==> src/mps_pkg.sv <==
// Purpose: shared constants for the MII port switch
// Assumes: plain register port, 4-bit word address, 8-bit data
// Notes: clock source codes follow the switching field encoding
package mps_pkg;
  // --------------------------------------------------------------------
  // register port
  // --------------------------------------------------------------------
  localparam int MPS_ADDR_W = 4;
  localparam int MPS_DATA_W = 8;
  localparam logic [3:0] MPS_CFG_OFFSET = 4'h0;
  localparam logic [3:0] MPS_STATUS_OFFSET = 4'h1;
  // --------------------------------------------------------------------
  // configuration fields
  // --------------------------------------------------------------------
  localparam int MPS_CLK_SRC_LSB = 0;
  localparam int MPS_PORT_SEL_BIT = 2;
  localparam int MPS_MGMT_SEL_BIT = 3;
  localparam logic [1:0] MPS_SRC_INT = 2'h0;
  localparam logic [1:0] MPS_SRC_EXT = 2'h1;
  localparam logic [1:0] MPS_SRC_GATE = 2'h2;
  localparam logic [1:0] MPS_CLK_SRC_RESET = 2'h0;
  localparam logic MPS_PORT_SEL_RESET = 1'b0;
  localparam logic MPS_MGMT_SEL_RESET = 1'b0;
  // --------------------------------------------------------------------
  // status fields
  // --------------------------------------------------------------------
  localparam int MPS_ST_ACTIVE_LSB = 0;
  localparam int MPS_ST_LEVEL_LSB = 2;
  localparam int MPS_SYNC_STAGES = 2;

  typedef enum logic [1:0] {
    MPS_CLK_GATED,
    MPS_CLK_INT,
    MPS_CLK_EXT
  } mps_clk_state_e;
endpackage

==> src/mps_switch.sv <==
// Purpose: MII port switch between internal PHY and external MII port
// Assumes: PHY clocks are sampled by clk and rebuilt towards the MAC
// Notes: all outputs are registered; PHY pins pass two flip-flops
//
// Functional notes
// two-bit clock source field gates both PHY clock pairs, switches glitch-free
// port select multiplexes all MII signals except management bus and clocks
// management select routes SMI to internal or external PHY independently
// host should not change management select during an SMI transaction
// host gates MII clocks before changing the data multiplexor
// host halts transmitter then receiver, waiting for each, before switching
// writing 10b stops both PHY clock pairs to the MAC
// host waits five slowest running clock periods after gating
// port select routes RXD, RX_DV, RX_ER, TXD, TX_EN, CRS, COL
// host then selects the clock source matching the port select
// host waits five new clock periods, then enables transmitter, receiver
// stopped clocks of the deselected PHY are left out of the wait
// the full sequence is run for every port change, either direction
// running PHY clocks stay clean; stopped ones stay off until done
// host puts both PHYs into a stable state over SMI first
// 00b internal, 01b external; every source change passes the gated state
//
// The implementer's own choices: the placing of the registers and the address-and-strobe port.
`timescale 1ns/1ps
module mps_switch
  import mps_pkg::*;
(
  // clock and reset
  input wire logic clk,
  input wire logic rstn,
  // register port
  input wire logic [mps_pkg::MPS_ADDR_W-1:0] reg_addr,
  input wire logic [mps_pkg::MPS_DATA_W-1:0] reg_wdata,
  input wire logic reg_wr,
  input wire logic reg_rd,
  output logic [mps_pkg::MPS_DATA_W-1:0] reg_rdata,
  // MAC side
  input wire logic [3:0] mac_txd,
  input wire logic mac_tx_en,
  output logic [3:0] mac_rxd,
  output logic mac_rx_dv,
  output logic mac_rx_er,
  output logic mac_crs,
  output logic mac_col,
  output logic mac_tx_clk,
  output logic mac_rx_clk,
  // MAC management side
  input wire logic mac_mdc,
  input wire logic mac_mdio_out,
  input wire logic mac_mdio_oe,
  output logic mac_mdio_in,
  // internal PHY
  input wire logic int_tx_clk,
  input wire logic int_rx_clk,
  input wire logic [3:0] int_rxd,
  input wire logic int_rx_dv,
  input wire logic int_rx_er,
  input wire logic int_crs,
  input wire logic int_col,
  output logic [3:0] int_txd,
  output logic int_tx_en,
  output logic int_mdc,
  input wire logic int_mdio_in,
  output logic int_mdio_out,
  output logic int_mdio_oe,
  // external MII port
  input wire logic ext_tx_clk,
  input wire logic ext_rx_clk,
  input wire logic [3:0] ext_rxd,
  input wire logic ext_rx_dv,
  input wire logic ext_rx_er,
  input wire logic ext_crs,
  input wire logic ext_col,
  output logic [3:0] ext_txd,
  output logic ext_tx_en,
  output logic ext_mdc,
  input wire logic ext_mdio_in,
  output logic ext_mdio_out,
  output logic ext_mdio_oe
);
  import mps_pkg::*;

  // --------------------------------------------------------------------
  // pin synchronisers
  // --------------------------------------------------------------------
  logic int_tx_s, int_rx_s, ext_tx_s, ext_rx_s;
  logic [3:0] int_rxd_s, ext_rxd_s;
  logic int_dv_s, int_er_s, int_crs_s, int_col_s, int_mdio_s;
  logic ext_dv_s, ext_er_s, ext_crs_s, ext_col_s, ext_mdio_s;

  mps_sync #(.W(22)) u_sync (
    .clk(clk),
    .rstn(rstn),
    .d({int_tx_clk, int_rx_clk, int_rxd, int_rx_dv, int_rx_er, int_crs, int_col,
        int_mdio_in, ext_tx_clk, ext_rx_clk, ext_rxd, ext_rx_dv, ext_rx_er,
        ext_crs, ext_col, ext_mdio_in}),
    .q({int_tx_s, int_rx_s, int_rxd_s, int_dv_s, int_er_s, int_crs_s, int_col_s,
        int_mdio_s, ext_tx_s, ext_rx_s, ext_rxd_s, ext_dv_s, ext_er_s,
        ext_crs_s, ext_col_s, ext_mdio_s})
  );

  // --------------------------------------------------------------------
  // configuration register
  // --------------------------------------------------------------------
  logic [1:0] clk_src;
  logic port_sel;
  logic mgmt_sel;
  mps_clk_state_e clk_state, next_clk_state;

  always_ff @(posedge clk or negedge rstn) begin
    if (!rstn) begin
      clk_src <= MPS_CLK_SRC_RESET;
      port_sel <= MPS_PORT_SEL_RESET;
      mgmt_sel <= MPS_MGMT_SEL_RESET;
    end else if (reg_wr && reg_addr == MPS_CFG_OFFSET) begin
      clk_src <= reg_wdata[MPS_CLK_SRC_LSB +: 2];
      port_sel <= reg_wdata[MPS_PORT_SEL_BIT];
      mgmt_sel <= reg_wdata[MPS_MGMT_SEL_BIT];
    end
  end

  function automatic logic [1:0] state_code(input mps_clk_state_e s);
    unique case (s)
      MPS_CLK_INT: state_code = MPS_SRC_INT;
      MPS_CLK_EXT: state_code = MPS_SRC_EXT;
      default: state_code = MPS_SRC_GATE;
    endcase
  endfunction

  always_ff @(posedge clk or negedge rstn) begin
    if (!rstn) begin
      reg_rdata <= '0;
    end else if (reg_rd && reg_addr == MPS_CFG_OFFSET) begin
      reg_rdata <= {4'h0, mgmt_sel, port_sel, clk_src};
    end else if (reg_rd && reg_addr == MPS_STATUS_OFFSET) begin
      reg_rdata <= {2'h0, mac_rx_clk, mac_tx_clk, 2'h0, state_code(clk_state)};
    end else begin
      reg_rdata <= '0;
    end
  end

  // --------------------------------------------------------------------
  // glitch-free clock selector
  // --------------------------------------------------------------------
  // a source is only left or entered while both of its clocks sit low,
  // so the rebuilt MAC clock never carries a shortened high phase
  logic int_low, ext_low;
  assign int_low = !int_tx_s && !int_rx_s;
  assign ext_low = !ext_tx_s && !ext_rx_s;

  // synchroniser outputs show reset zeros at first; entering a source on
  // those would let a cut high phase reach the MAC
  logic [1:0] sync_age;
  logic sync_ready;
  assign sync_ready = sync_age == 2'(MPS_SYNC_STAGES);

  always_ff @(posedge clk or negedge rstn) begin
    if (!rstn) begin
      sync_age <= 2'h0;
    end else if (!sync_ready) begin
      sync_age <= sync_age + 2'h1;
    end
  end

  always_comb begin
    next_clk_state = clk_state;
    unique case (clk_state)
      MPS_CLK_GATED: begin
        if (sync_ready && clk_src == MPS_SRC_INT && int_low) begin
          next_clk_state = MPS_CLK_INT;
        end else if (sync_ready && clk_src == MPS_SRC_EXT && ext_low) begin
          next_clk_state = MPS_CLK_EXT;
        end
      end
      MPS_CLK_INT: begin
        if (clk_src != MPS_SRC_INT && int_low) begin
          next_clk_state = MPS_CLK_GATED;
        end
      end
      MPS_CLK_EXT: begin
        if (clk_src != MPS_SRC_EXT && ext_low) begin
          next_clk_state = MPS_CLK_GATED;
        end
      end
      default: next_clk_state = MPS_CLK_GATED;
    endcase
  end

  always_ff @(posedge clk or negedge rstn) begin
    if (!rstn) begin
      clk_state <= MPS_CLK_GATED;
    end else begin
      clk_state <= next_clk_state;
    end
  end

  always_ff @(posedge clk or negedge rstn) begin
    if (!rstn) begin
      mac_tx_clk <= 1'b0;
      mac_rx_clk <= 1'b0;
    end else begin
      mac_tx_clk <= (clk_state == MPS_CLK_INT && int_tx_s) ||
                    (clk_state == MPS_CLK_EXT && ext_tx_s);
      mac_rx_clk <= (clk_state == MPS_CLK_INT && int_rx_s) ||
                    (clk_state == MPS_CLK_EXT && ext_rx_s);
    end
  end

  // --------------------------------------------------------------------
  // MII data multiplexor
  // --------------------------------------------------------------------
  // the deselected port sees an idle transmitter, not a copy of the MAC
  always_ff @(posedge clk or negedge rstn) begin
    if (!rstn) begin
      int_txd <= '0;
      int_tx_en <= 1'b0;
      ext_txd <= '0;
      ext_tx_en <= 1'b0;
    end else begin
      int_txd <= port_sel ? 4'h0 : mac_txd;
      int_tx_en <= !port_sel && mac_tx_en;
      ext_txd <= port_sel ? mac_txd : 4'h0;
      ext_tx_en <= port_sel && mac_tx_en;
    end
  end

  always_ff @(posedge clk or negedge rstn) begin
    if (!rstn) begin
      mac_rxd <= '0;
      mac_rx_dv <= 1'b0;
      mac_rx_er <= 1'b0;
      mac_crs <= 1'b0;
      mac_col <= 1'b0;
    end else begin
      mac_rxd <= port_sel ? ext_rxd_s : int_rxd_s;
      mac_rx_dv <= port_sel ? ext_dv_s : int_dv_s;
      mac_rx_er <= port_sel ? ext_er_s : int_er_s;
      mac_crs <= port_sel ? ext_crs_s : int_crs_s;
      mac_col <= port_sel ? ext_col_s : int_col_s;
    end
  end

  // --------------------------------------------------------------------
  // management port routing
  // --------------------------------------------------------------------
  // switching mid-transaction cuts the frame; software must avoid it
  always_ff @(posedge clk or negedge rstn) begin
    if (!rstn) begin
      int_mdc <= 1'b0;
      int_mdio_out <= 1'b0;
      int_mdio_oe <= 1'b0;
      ext_mdc <= 1'b0;
      ext_mdio_out <= 1'b0;
      ext_mdio_oe <= 1'b0;
      mac_mdio_in <= 1'b0;
    end else begin
      int_mdc <= !mgmt_sel && mac_mdc;
      int_mdio_out <= !mgmt_sel && mac_mdio_out;
      int_mdio_oe <= !mgmt_sel && mac_mdio_oe;
      ext_mdc <= mgmt_sel && mac_mdc;
      ext_mdio_out <= mgmt_sel && mac_mdio_out;
      ext_mdio_oe <= mgmt_sel && mac_mdio_oe;
      mac_mdio_in <= mgmt_sel ? ext_mdio_s : int_mdio_s;
    end
  end
endmodule // mps_switch

==> src/mps_sync.sv <==
// Purpose: two flip-flop synchroniser for pin inputs
// Assumes: inputs are levels from outside the clk domain
// Notes: the first stage is read only by the second
`timescale 1ns/1ps
module mps_sync #(
  parameter int W = 1
) (
  // clock and reset
  input wire logic clk,
  input wire logic rstn,
  // data
  input wire logic [W-1:0] d,
  output logic [W-1:0] q
);
  logic [W-1:0] meta;

  always_ff @(posedge clk or negedge rstn) begin
    if (!rstn) begin
      meta <= '0;
      q <= '0;
    end else begin
      meta <= d;
      q <= meta;
    end
  end
endmodule // mps_sync

==> config.mk <==
export PLATFORM = sky130hd
export DESIGN_NAME = mps_switch
export DESIGN_NICKNAME = d
export VERILOG_FILES = /design/src/mps_pkg.sv /design/src/mps_switch.sv /design/src/mps_sync.sv
export SDC_FILE = /design/constraint.sdc
export NUM_CORES = 1
export LEC_CHECK = 0
export BUFFER_PORTS_ARGS = -buffer_cell sky130_fd_sc_hd__buf_2
export CELL_PAD_IN_SITES_DETAIL_PLACEMENT = 1
export CELL_PAD_IN_SITES_GLOBAL_PLACEMENT = 2
export CORE_MARGIN = 2
export CORE_UTILIZATION = 37
export DETAILED_ROUTE_END_ITERATION = 12
export HOLD_SLACK_MARGIN = 0.1
export PLACE_DENSITY_LB_ADDON = 0.25
export SLEW_MARGIN = 20
export SYNTH_ARGS = -nofsm -noshare
export SYNTH_HDL_FRONTEND = slang
export SYNTH_HIERARCHICAL = 1
export SYNTH_SLANG_ARGS = --single-unit
==> constraint.sdc <==
create_clock -name clk -period 2.5 [get_ports clk]
set_input_delay 0.125 -clock clk [delete_from_list [all_inputs] [get_ports clk]]
set_output_delay 0.125 -clock clk [all_outputs]
set_load 0.02 [all_outputs]
Word level (Yosys, flattened, before mapping). Cells that the tools add are included.

Bits in registers: 87. Input bits: 46. Output and inout port bits: 35. Word-level logic and storage cells: 88.

Add/subtract/negate cells: 1. Equality and inequality tests: 9. Multiplexer cells: 16. Reductions and logical operators: 36.

Operator list (count): $logic_and 1x1->1 (23); $mux 4 (3); $mux 2 (4); $mux 8 (1); $logic_not 1->1 (6); $mux 6 (1); $pmux 2 s3 (1); $mux 1 (5); $eq 2x1->1 const B (2); $eq 2x2->1 const B (2); $eq 4x1->1 const B (1); $logic_not 2->1 (2); $logic_not 4->1 (1); $ne 2x2->1 const B (2); $pmux 2 s2 (1); $ne 3x3->1 const B (1); $reduce_and 3->1 (1); $add 2x1->2 const B (1); $logic_or 1x1->1 (2); $ne 2x1->1 const B (1); $reduce_bool 2->1 (1).

Logic depth before layout (Yosys ltp). Gate-level depths: netlist (run 1).

Depth after elaboration: 6. Gate-level depth with buffers: 6. Mapped depth without buffers: 6.

Hierarchy. Netlist (run 1), hierarchy kept.

Modules (own cells, without submodules): mps_switch (times used 1, cells an instance 114, area an instance 1601.5 um2, seq. area each 1026.0 um2); mps_sync (times used 1, cells an instance 44, area an instance 1101.1 um2, seq. area each 1101.1 um2).

Least setup slack after synthesis (run 1). OpenSTA, ideal clock, no wires.

Path kind: reg-to-reg. From: reg sync_age[0]. To: reg clk_state[0]. Setup time: 122 ps. Arrival: 1249 ps. Data required time: 2378 ps. Path slack: 1129 ps. Cell stages (with the launch flop): 7. Path buffers: 0. Clock period less this slack: 1371 ps. Path through: dfrtp_1 > inv_1 > ha_1 > nand2b_4 > nor4b_4 > o211ai_1 > a32o_1.

Word-level cells in the longest chain between the ends: 5. Elaborated cells between the ends (all ways): 9. Those cells by class: eq/ne: 2; mux: 2; reduce/logical: 5.

RTL lines: start, declared (RTL line mps_switch.sv:153) `logic [1:0] sync_age;`; start signal, assigned (RTL line mps_switch.sv:161) `sync_age <= sync_age + 2'h1;`; $eq 2x2->1 (*) (RTL line mps_switch.sv:155) `assign sync_ready = sync_age == 2'(MPS_SYNC_STAGES);`; $logic_and 1x1->1 (on tied branches) (2 in series) (RTL line mps_switch.sv:169, mps_switch.sv:171); $ne 3x3->1 (no source line) / $mux 2 (equally long branches); $reduce_and 3->1 (no source line) / $pmux 2 s3 (equally long branches); end signal, assigned (RTL line mps_switch.sv:193) `clk_state <= next_clk_state;`; end, declared (RTL line mps_switch.sv:108) `mps_clk_state_e clk_state, next_clk_state;`.

Every way passes the cells marked *; elsewhere a longest branch is shown, timed or not. A chain may end at the register's enable or synchronous reset.

Worst setup path in the final report (run 1). Ends and elaborated chain as after synthesis.

==> metrics.txt, run 1 <==
DRT Pass-1 Iters=4; Post-synth EDFFs=0; global-route wire length before repair=slightly below 8000 um; gp weighted congestion=about 0.67; Worst path slowest cell=dfrtp_1; Async SR Flop Fraction=100%; sequential-to-total area share from yosys stat=~79%; share of cells above drive strength 1=39.1%; final antenna-violating net count=0; Hold WC Path Type=in -> reg; commonest cells in the netlist=85 x dfrtp_1, 13 x and2_1, 13 x mux2_2, 9 x nor2b_1, 5 x inv_1; DRC=0; WP buf/inv=1; Final Util=between 50% and 60%; cts bufs inserted=9; largest net degree at the start of global routing=50; ANT cells=0; gr usage total=13.7%; unrepaired setup endpoints after global routing=no; I/O pin cnt=between 80 and 90; Worst R2R Setup Slack=between 1 and 1.5 ns; VDD IR-drop max=357 uV; number of global-route vias before repair=roughly 1700; Clk Latency, worst-skew pair=approximately 0.35 ns; crit-path cells=inv_1, ha_1, nand2b_4, nor4b_4, o211ai_1, a32o_1; Row Count=31; core area=between 7000 and 8000 um2; Final Skew=0.0104 ns; Seq cells post-synth=between 80 and 90; die area=between 8000 and 9000 um2; Startpoint Class=register; Initial Utilization=approximately 38%; top-count cell post-synth=dfrtp_1; htree depth=3; FMAX=~690 MHz; initial antenna violation count=0; Area contributors post-synth=dfrtp_1 79%, mux2_2 5.4%, and2_1 3.0%; Worst setup EP type=register; power density cells=between 800 and 900 nW/um2; Critical Path AT=about 1.7 ns; postcts setup bufs=0; Ys Warns=6; CTS Hold Bufs=35; Die X-Extent=~89 um; DRC violation total after the first TritonRoute iteration=46; CTS tree=yes; wire per inst=~13 um; Syn Inst Count=158; Final Max Slew Viols=0; Fillers=734; post-synth cell types=28; Synth Cell Area=about 2700 um2; via count=roughly 1600; Synth-to-Final Area Change=39.1%; Die Y=roughly 89 um; GR Overflow Total=0; Slew headroom=between 50% and 60%; Gates resized, CTS repair=0; Tmin final=between 1 and 1.5 ns; dominant synthesized flop cell=dfrtp_1; Hold Vio Cnt, Final=0; Critical Path RT=2.73 ns; worst hold slack=0.144 ns; post-route clock period utilization=58.2%; max_cap viols=0; Lkg Pwr=~1.8 nW; number of port buffers=74; DP Wirelength=~3200 um; largest delay contributor family on the critical path=flip-flops; slowest stage delay, CP=0.39 ns; clock tree buffer depth=2; setup_tns=0 ns; clock-pin slew on the worst setup and hold paths=roughly 0.080 ns; crit path max fanout=4; Syn Area/Cell=between 15 and 20 um2; final setup violation count=0; largest area contributor in the synthesized netlist=dfrtp_1; clk sinks=85; Crit Path Category=reg -> reg; Root Buffer Master=clkbuf_8; actual slew at the worst max-slew pin=~0.66 ns; Final Net Count=~330; Via density=4.17; final WL=a little under 5000 um; post-synth top area share=approximately four fifths; outcome=finished clean
-- metrics by stage --
step	setup WS (ns)	area (um2)	cells	power [W]
CTS	1.03	3760	380	0.00314
global route	0.928	3760	380	0.00328
detailed placement	1.05	3200	329	0.00211
global placement	1.05	3200	329	0.00209
floorplan	1.13	2710	159	0.00191
finish	1.05	3760	380	0.00309
-- area by class of cell --
type,instances,area [um2],share of cell area (%)
sequential,85,2130,56.6
timing repair buffer,110,743,19.8
clock inverter,6,71.3,1.90
inverter,5,18.8,0.499
tap,99,124,3.30
multi-input combinational,65,537,14.3
clock buffer,10,138,3.66
-- state kept, by name, indices dropped and copies added (netlist names), 2 cells and up --
signal and flops:
clk_state 2, ext_txd 4, clk_src 2, int_txd 4
reg_rdata 6, mac_rxd 4, sync_age 2, u_sync/meta 22
u_sync/q 22
-- cell families (layout without fill, tap and decap cells) --
| group | Yosys count | in the layout | share of synthesized area (%) |
|---|---|---|---|
| simple gates | 34 | 34 | 8.47 |
| fa+ha+maj | 4 | 4 | 1.85 |
| buf+inv | 9 | 131 | 1.57 |
| other cells | 1 | 2 | 0.139 |
| flops | 85 | 85 | 78.7 |
| compound gates | 11 | 11 | 3.52 |
| mux | 13 | 13 | 5.42 |
| xor+xnor | 1 | 1 | 0.324 |
-- worst reg2reg max path, stage by stage, from the launching register on --
cell and delay, ns:
dfrtp_1 0.39, inv_1 0.06, ha_1 0.27, nand2b_4 0.08, nor4b_4 0.22, o211ai_1 0.11, a32o_1 0.21
-- per-layer routing --
layer / part of all wire (%) / global-route usage (%) / vias up / wire length (um)
li1: - / - / 747 / -
met1: 44 / 17.6 / 776 / 2150
met2: 49 / 20.4 / 56 / 2390
met3: 5.8 / 4.99 / 5 / 285
met4: 1.3 / 6.92 / 0 / 65
met5: 0 / 0 / - / 0
-- cell usage in the layout (no fill, tap or decap), types with 2 or more instances in the layout --
cell / synthesis / final
clkbuf_8: 0 / 10
mux2_2: 13 / 13
nand2_1: 2 / 2
clkinv_4: 0 / 2
ha_1: 4 / 4
dfrtp_1: 85 / 85
nor2_1: 3 / 3
buf_2: 1 / 73
nor2b_1: 9 / 9
inv_1: 5 / 5
and2_1: 13 / 13
a22o_1: 3 / 3
o31ai_2: 2 / 2
dlygate4sd3_1: 0 / 35
conb_1: 1 / 2
clkinvlp_4: 0 / 2
-- final timing paths --
| check | endpoint | startpoint | depth (start not counted) |
|---|---|---|---|
| setup / recovery | clk_state[0] | sync_age[0] | 6 |
| hold / removal | reg_rdata[5] | reg_addr[1] | 3 |
| setup reg to reg | clk_state[0] | sync_age[0] | 6 |
| hold reg to reg | u_sync/q[13] | u_sync/meta[13] | 0 |
| max in group asynchronous | u_sync/q[13] | rstn | 3 |
| min in group asynchronous | int_mdc | rstn | 2 |
-- report_power, final --
part	switching [W]	total (W)	internal, W	leakage (nW)
clock network	0.000481	0.000976	0.000495	0.0991
logic	0.000271	0.000516	0.000245	0.695
registers	0.0000853	0.00159	0.00151	1.03
total	0.000837	0.00309	0.00225	1.83
Power figures use the tool's default switching activity.
==> inputs of run 2 (changes only) <==
--- a/config.mk
+++ b/config.mk
@@ -9,7 +9,7 @@
 export CELL_PAD_IN_SITES_DETAIL_PLACEMENT = 1
 export CELL_PAD_IN_SITES_GLOBAL_PLACEMENT = 2
 export CORE_MARGIN = 2
-export CORE_UTILIZATION = 37
+export CORE_UTILIZATION = 34
 export DETAILED_ROUTE_END_ITERATION = 12
 export HOLD_SLACK_MARGIN = 0.1
 export PLACE_DENSITY_LB_ADDON = 0.25
==> constraint.sdc (replaced) <==
create_clock -name clk -period 1.4 [get_ports clk]
set_input_delay 0.07 -clock clk [delete_from_list [all_inputs] [get_ports clk]]
set_output_delay 0.07 -clock clk [all_outputs]
set_load 0.02 [all_outputs]
==> metrics.txt, run 2 (synthesized netlist as in run 1, its figures left out) <==
post-route clock period utilization=95.7% (+37 points); ANT cells=0 (unchanged); final design instance area without fill=3830 um2 (+1.8%); die area=8680 um2 (+8.4%); Fillers=798 (+8.7%); number of global-route vias before repair=1795 (+8.7%); clk sinks=85 (unchanged); VDD IR-drop max=685 uV (+92%); CTS tree=yes; worst slack at placement=-0.0159 ns (-1.06 ns); DP Wirelength=3290 um (+1.6%); setup_tns=0 ns (unchanged); gr usage total=13.5% (-0.23 points); Lkg Pwr=1.85 nW (+1.4%); unrepaired setup endpoints after global routing=yes; Final Skew=0.00799 ns (-0.00237 ns); wire per inst=13.5 um (+4.9%); max_cap viols=0 (unchanged); most frequent cells in the layout=85 x dfrtp_1, 73 x buf_2, 36 x dlygate4sd3_1, 13 x and2_1, 13 x mux2_2; Hold WC Path Type=in -> reg; FMAX=747 MHz (+8.6%); Tmin final=1.34 ns (-0.115 ns); final setup violation count=0 (unchanged); Final Util=49.5% (-2.9 points); Comb pwr share=17.6% (+0.9 points); Startpoint Class=register; largest net degree at the start of global routing=86 (+72%); final WL=5260 um (+7.4%); GR Overflow Total=0 (unchanged); Die Y=93.2 um (+4.1%); clock tree buffer depth=2 (unchanged); final antenna-violating net count=0 (unchanged); Synth-to-Final Area Change=41.6%; dpl cell area=3230 um2 (+0.82%); number of port buffers=74 (unchanged); DRT Pass-1 Iters=3 (-1); NetSw=0.00154 W (+84%); biggest registers after layout=u_sync/meta (22), u_sync/q (22), reg_rdata (6); Die X-Extent=93.2 um (+4.1%); Hold Vio Cnt, Final=0 (unchanged); commonest non-fill, non-tap cell in the layout=dfrtp_1; Clk Latency, worst-skew pair=0.35 ns (about the same); Reg area=2130 um2 (unchanged); core area=7730 um2 (+7.7%); DRC violation total after the first TritonRoute iteration=49 (+6.5%); via count=1633 (+3.1%); clock-pin slew on the worst setup and hold paths=0.09 ns (about the same); Seq pwr share=51.4% (-0.2 points); cts bufs inserted=9 (unchanged); area taken by multi-input logic gates=563 um2 (+4.9%); htree depth=3 (unchanged); sw frac=27.8% (+0.68 points); Critical Path RT=1.64 ns (-1.09 ns); share of cells above drive strength 1=41.1% (+2.0 points); Via density=4.20 (+0.71%); Row Count=32 (+3.2%); worst hold slack=0.158 ns (+0.0140 ns); crit path max fanout=2 (-2); DRC=0 (unchanged); Worst setup EP type=register; Final Max Slew Viols=0 (unchanged); clock network fraction of total power=31.0% (-0.6 points); Root Buffer Master=clkbuf_8; gp weighted congestion=0.758 (+14%); I/O pin cnt=81 (unchanged); global-route wire length before repair=8530 um (+9.5%); Initial Utilization=35.0% (-2.7 points); power density cells=1450 nW/um2 (+76%); initial antenna violation count=0 (unchanged); outcome=finished clean; post-route setup slack=0.0607 ns (-0.985 ns); Cell Int Power=0.00400 W (+78%); Critical Path AT=1.58 ns (-0.11 ns); Crit Path Category=reg -> reg; Final Net Count=332 (+1.8%)
[run 2: changes by cell type in the layout (fill, tap and decap cells not counted), sizes merged]
cell | previous run | this run
dlygate4sd3 | 35 | 36
inv | 6 | 7
clkinv | 2 | 1
buf | 75 | 80
[run 2: stage by stage]
stage          total power [W]  cells
2_1_floorplan          0.00341    159
3_3_place_gp           0.00376    335
3_5_place_dp           0.00379    335
4_1_cts                0.00562    388
5_1_grt                0.00584    389
6_report               0.00553    389
[run 2: power by group through the flow]
stage,registers [W],logic (W),clock network (W)
after detailed placement,0.00290,0.000894,0
after global placement,0.00289,0.000867,0
final,0.00285,0.000971,0.00172
after global routing,0.00288,0.00107,0.00188
after floorplan,0.00301,0.000404,0
after CTS,0.00285,0.000974,0.00180
[run 2: worst paths after layout]
| check | startpoint | end | slack [ns] | cells after the start |
|---|---|---|---|---|
| min reg2reg | u_sync/meta[3] | u_sync/q[3] | 0.35 | 0 |
| max | sync_age[0] | clk_state[0] | 0.06 | 6 |
| min in group asynchronous | rstn | ext_mdc | 0.29 | 3 |
| max reg2reg | sync_age[0] | clk_state[0] | 0.06 | 6 |
| max in group asynchronous | rstn | u_sync/meta[7] | 0.76 | 3 |
| min | reg_rd | reg_rdata[4] | 0.16 | 4 |
[run 2: worst max-delay path, stage by stage (launching register included)]
cell	delay, ns
dfrtp_1	0.40
inv_2	0.07
ha_4	0.14
nand2b_4	0.06
nor4b_4	0.22
o211ai_1	0.12
a32o_1	0.21
[run 2: final cells by class]
cell class | count | share of cell area [%]
clock buffers | 10 | 3.34
clock inverters | 6 | 1.86
inverters | 5 | 0.491
multi-input cells | 65 | 14.7
flip-flops and latches | 85 | 55.6
well taps | 102 | 3.34
repair buffers | 116 | 20.7
[run 2: repair_timing]
item,in CTS,in global routing
gates resized for setup,1,5
hold buffers,36,0
hold endpoints to repair,129,0
endpoints found under the setup margin,2,2
cloned,0,0
buffers inserted,1,1
pin swaps,1,2
[run 2: routing by layer]
metal | up-vias | wire (um) | global-route usage, %
li1 | 760 | - | -
met5 | - | 0 | 0
met2 | 46 | 2860 | 23.6
met4 | 0 | 157 | 7.97
met3 | 12 | 245 | 3.63
met1 | 815 | 1990 | 14.5
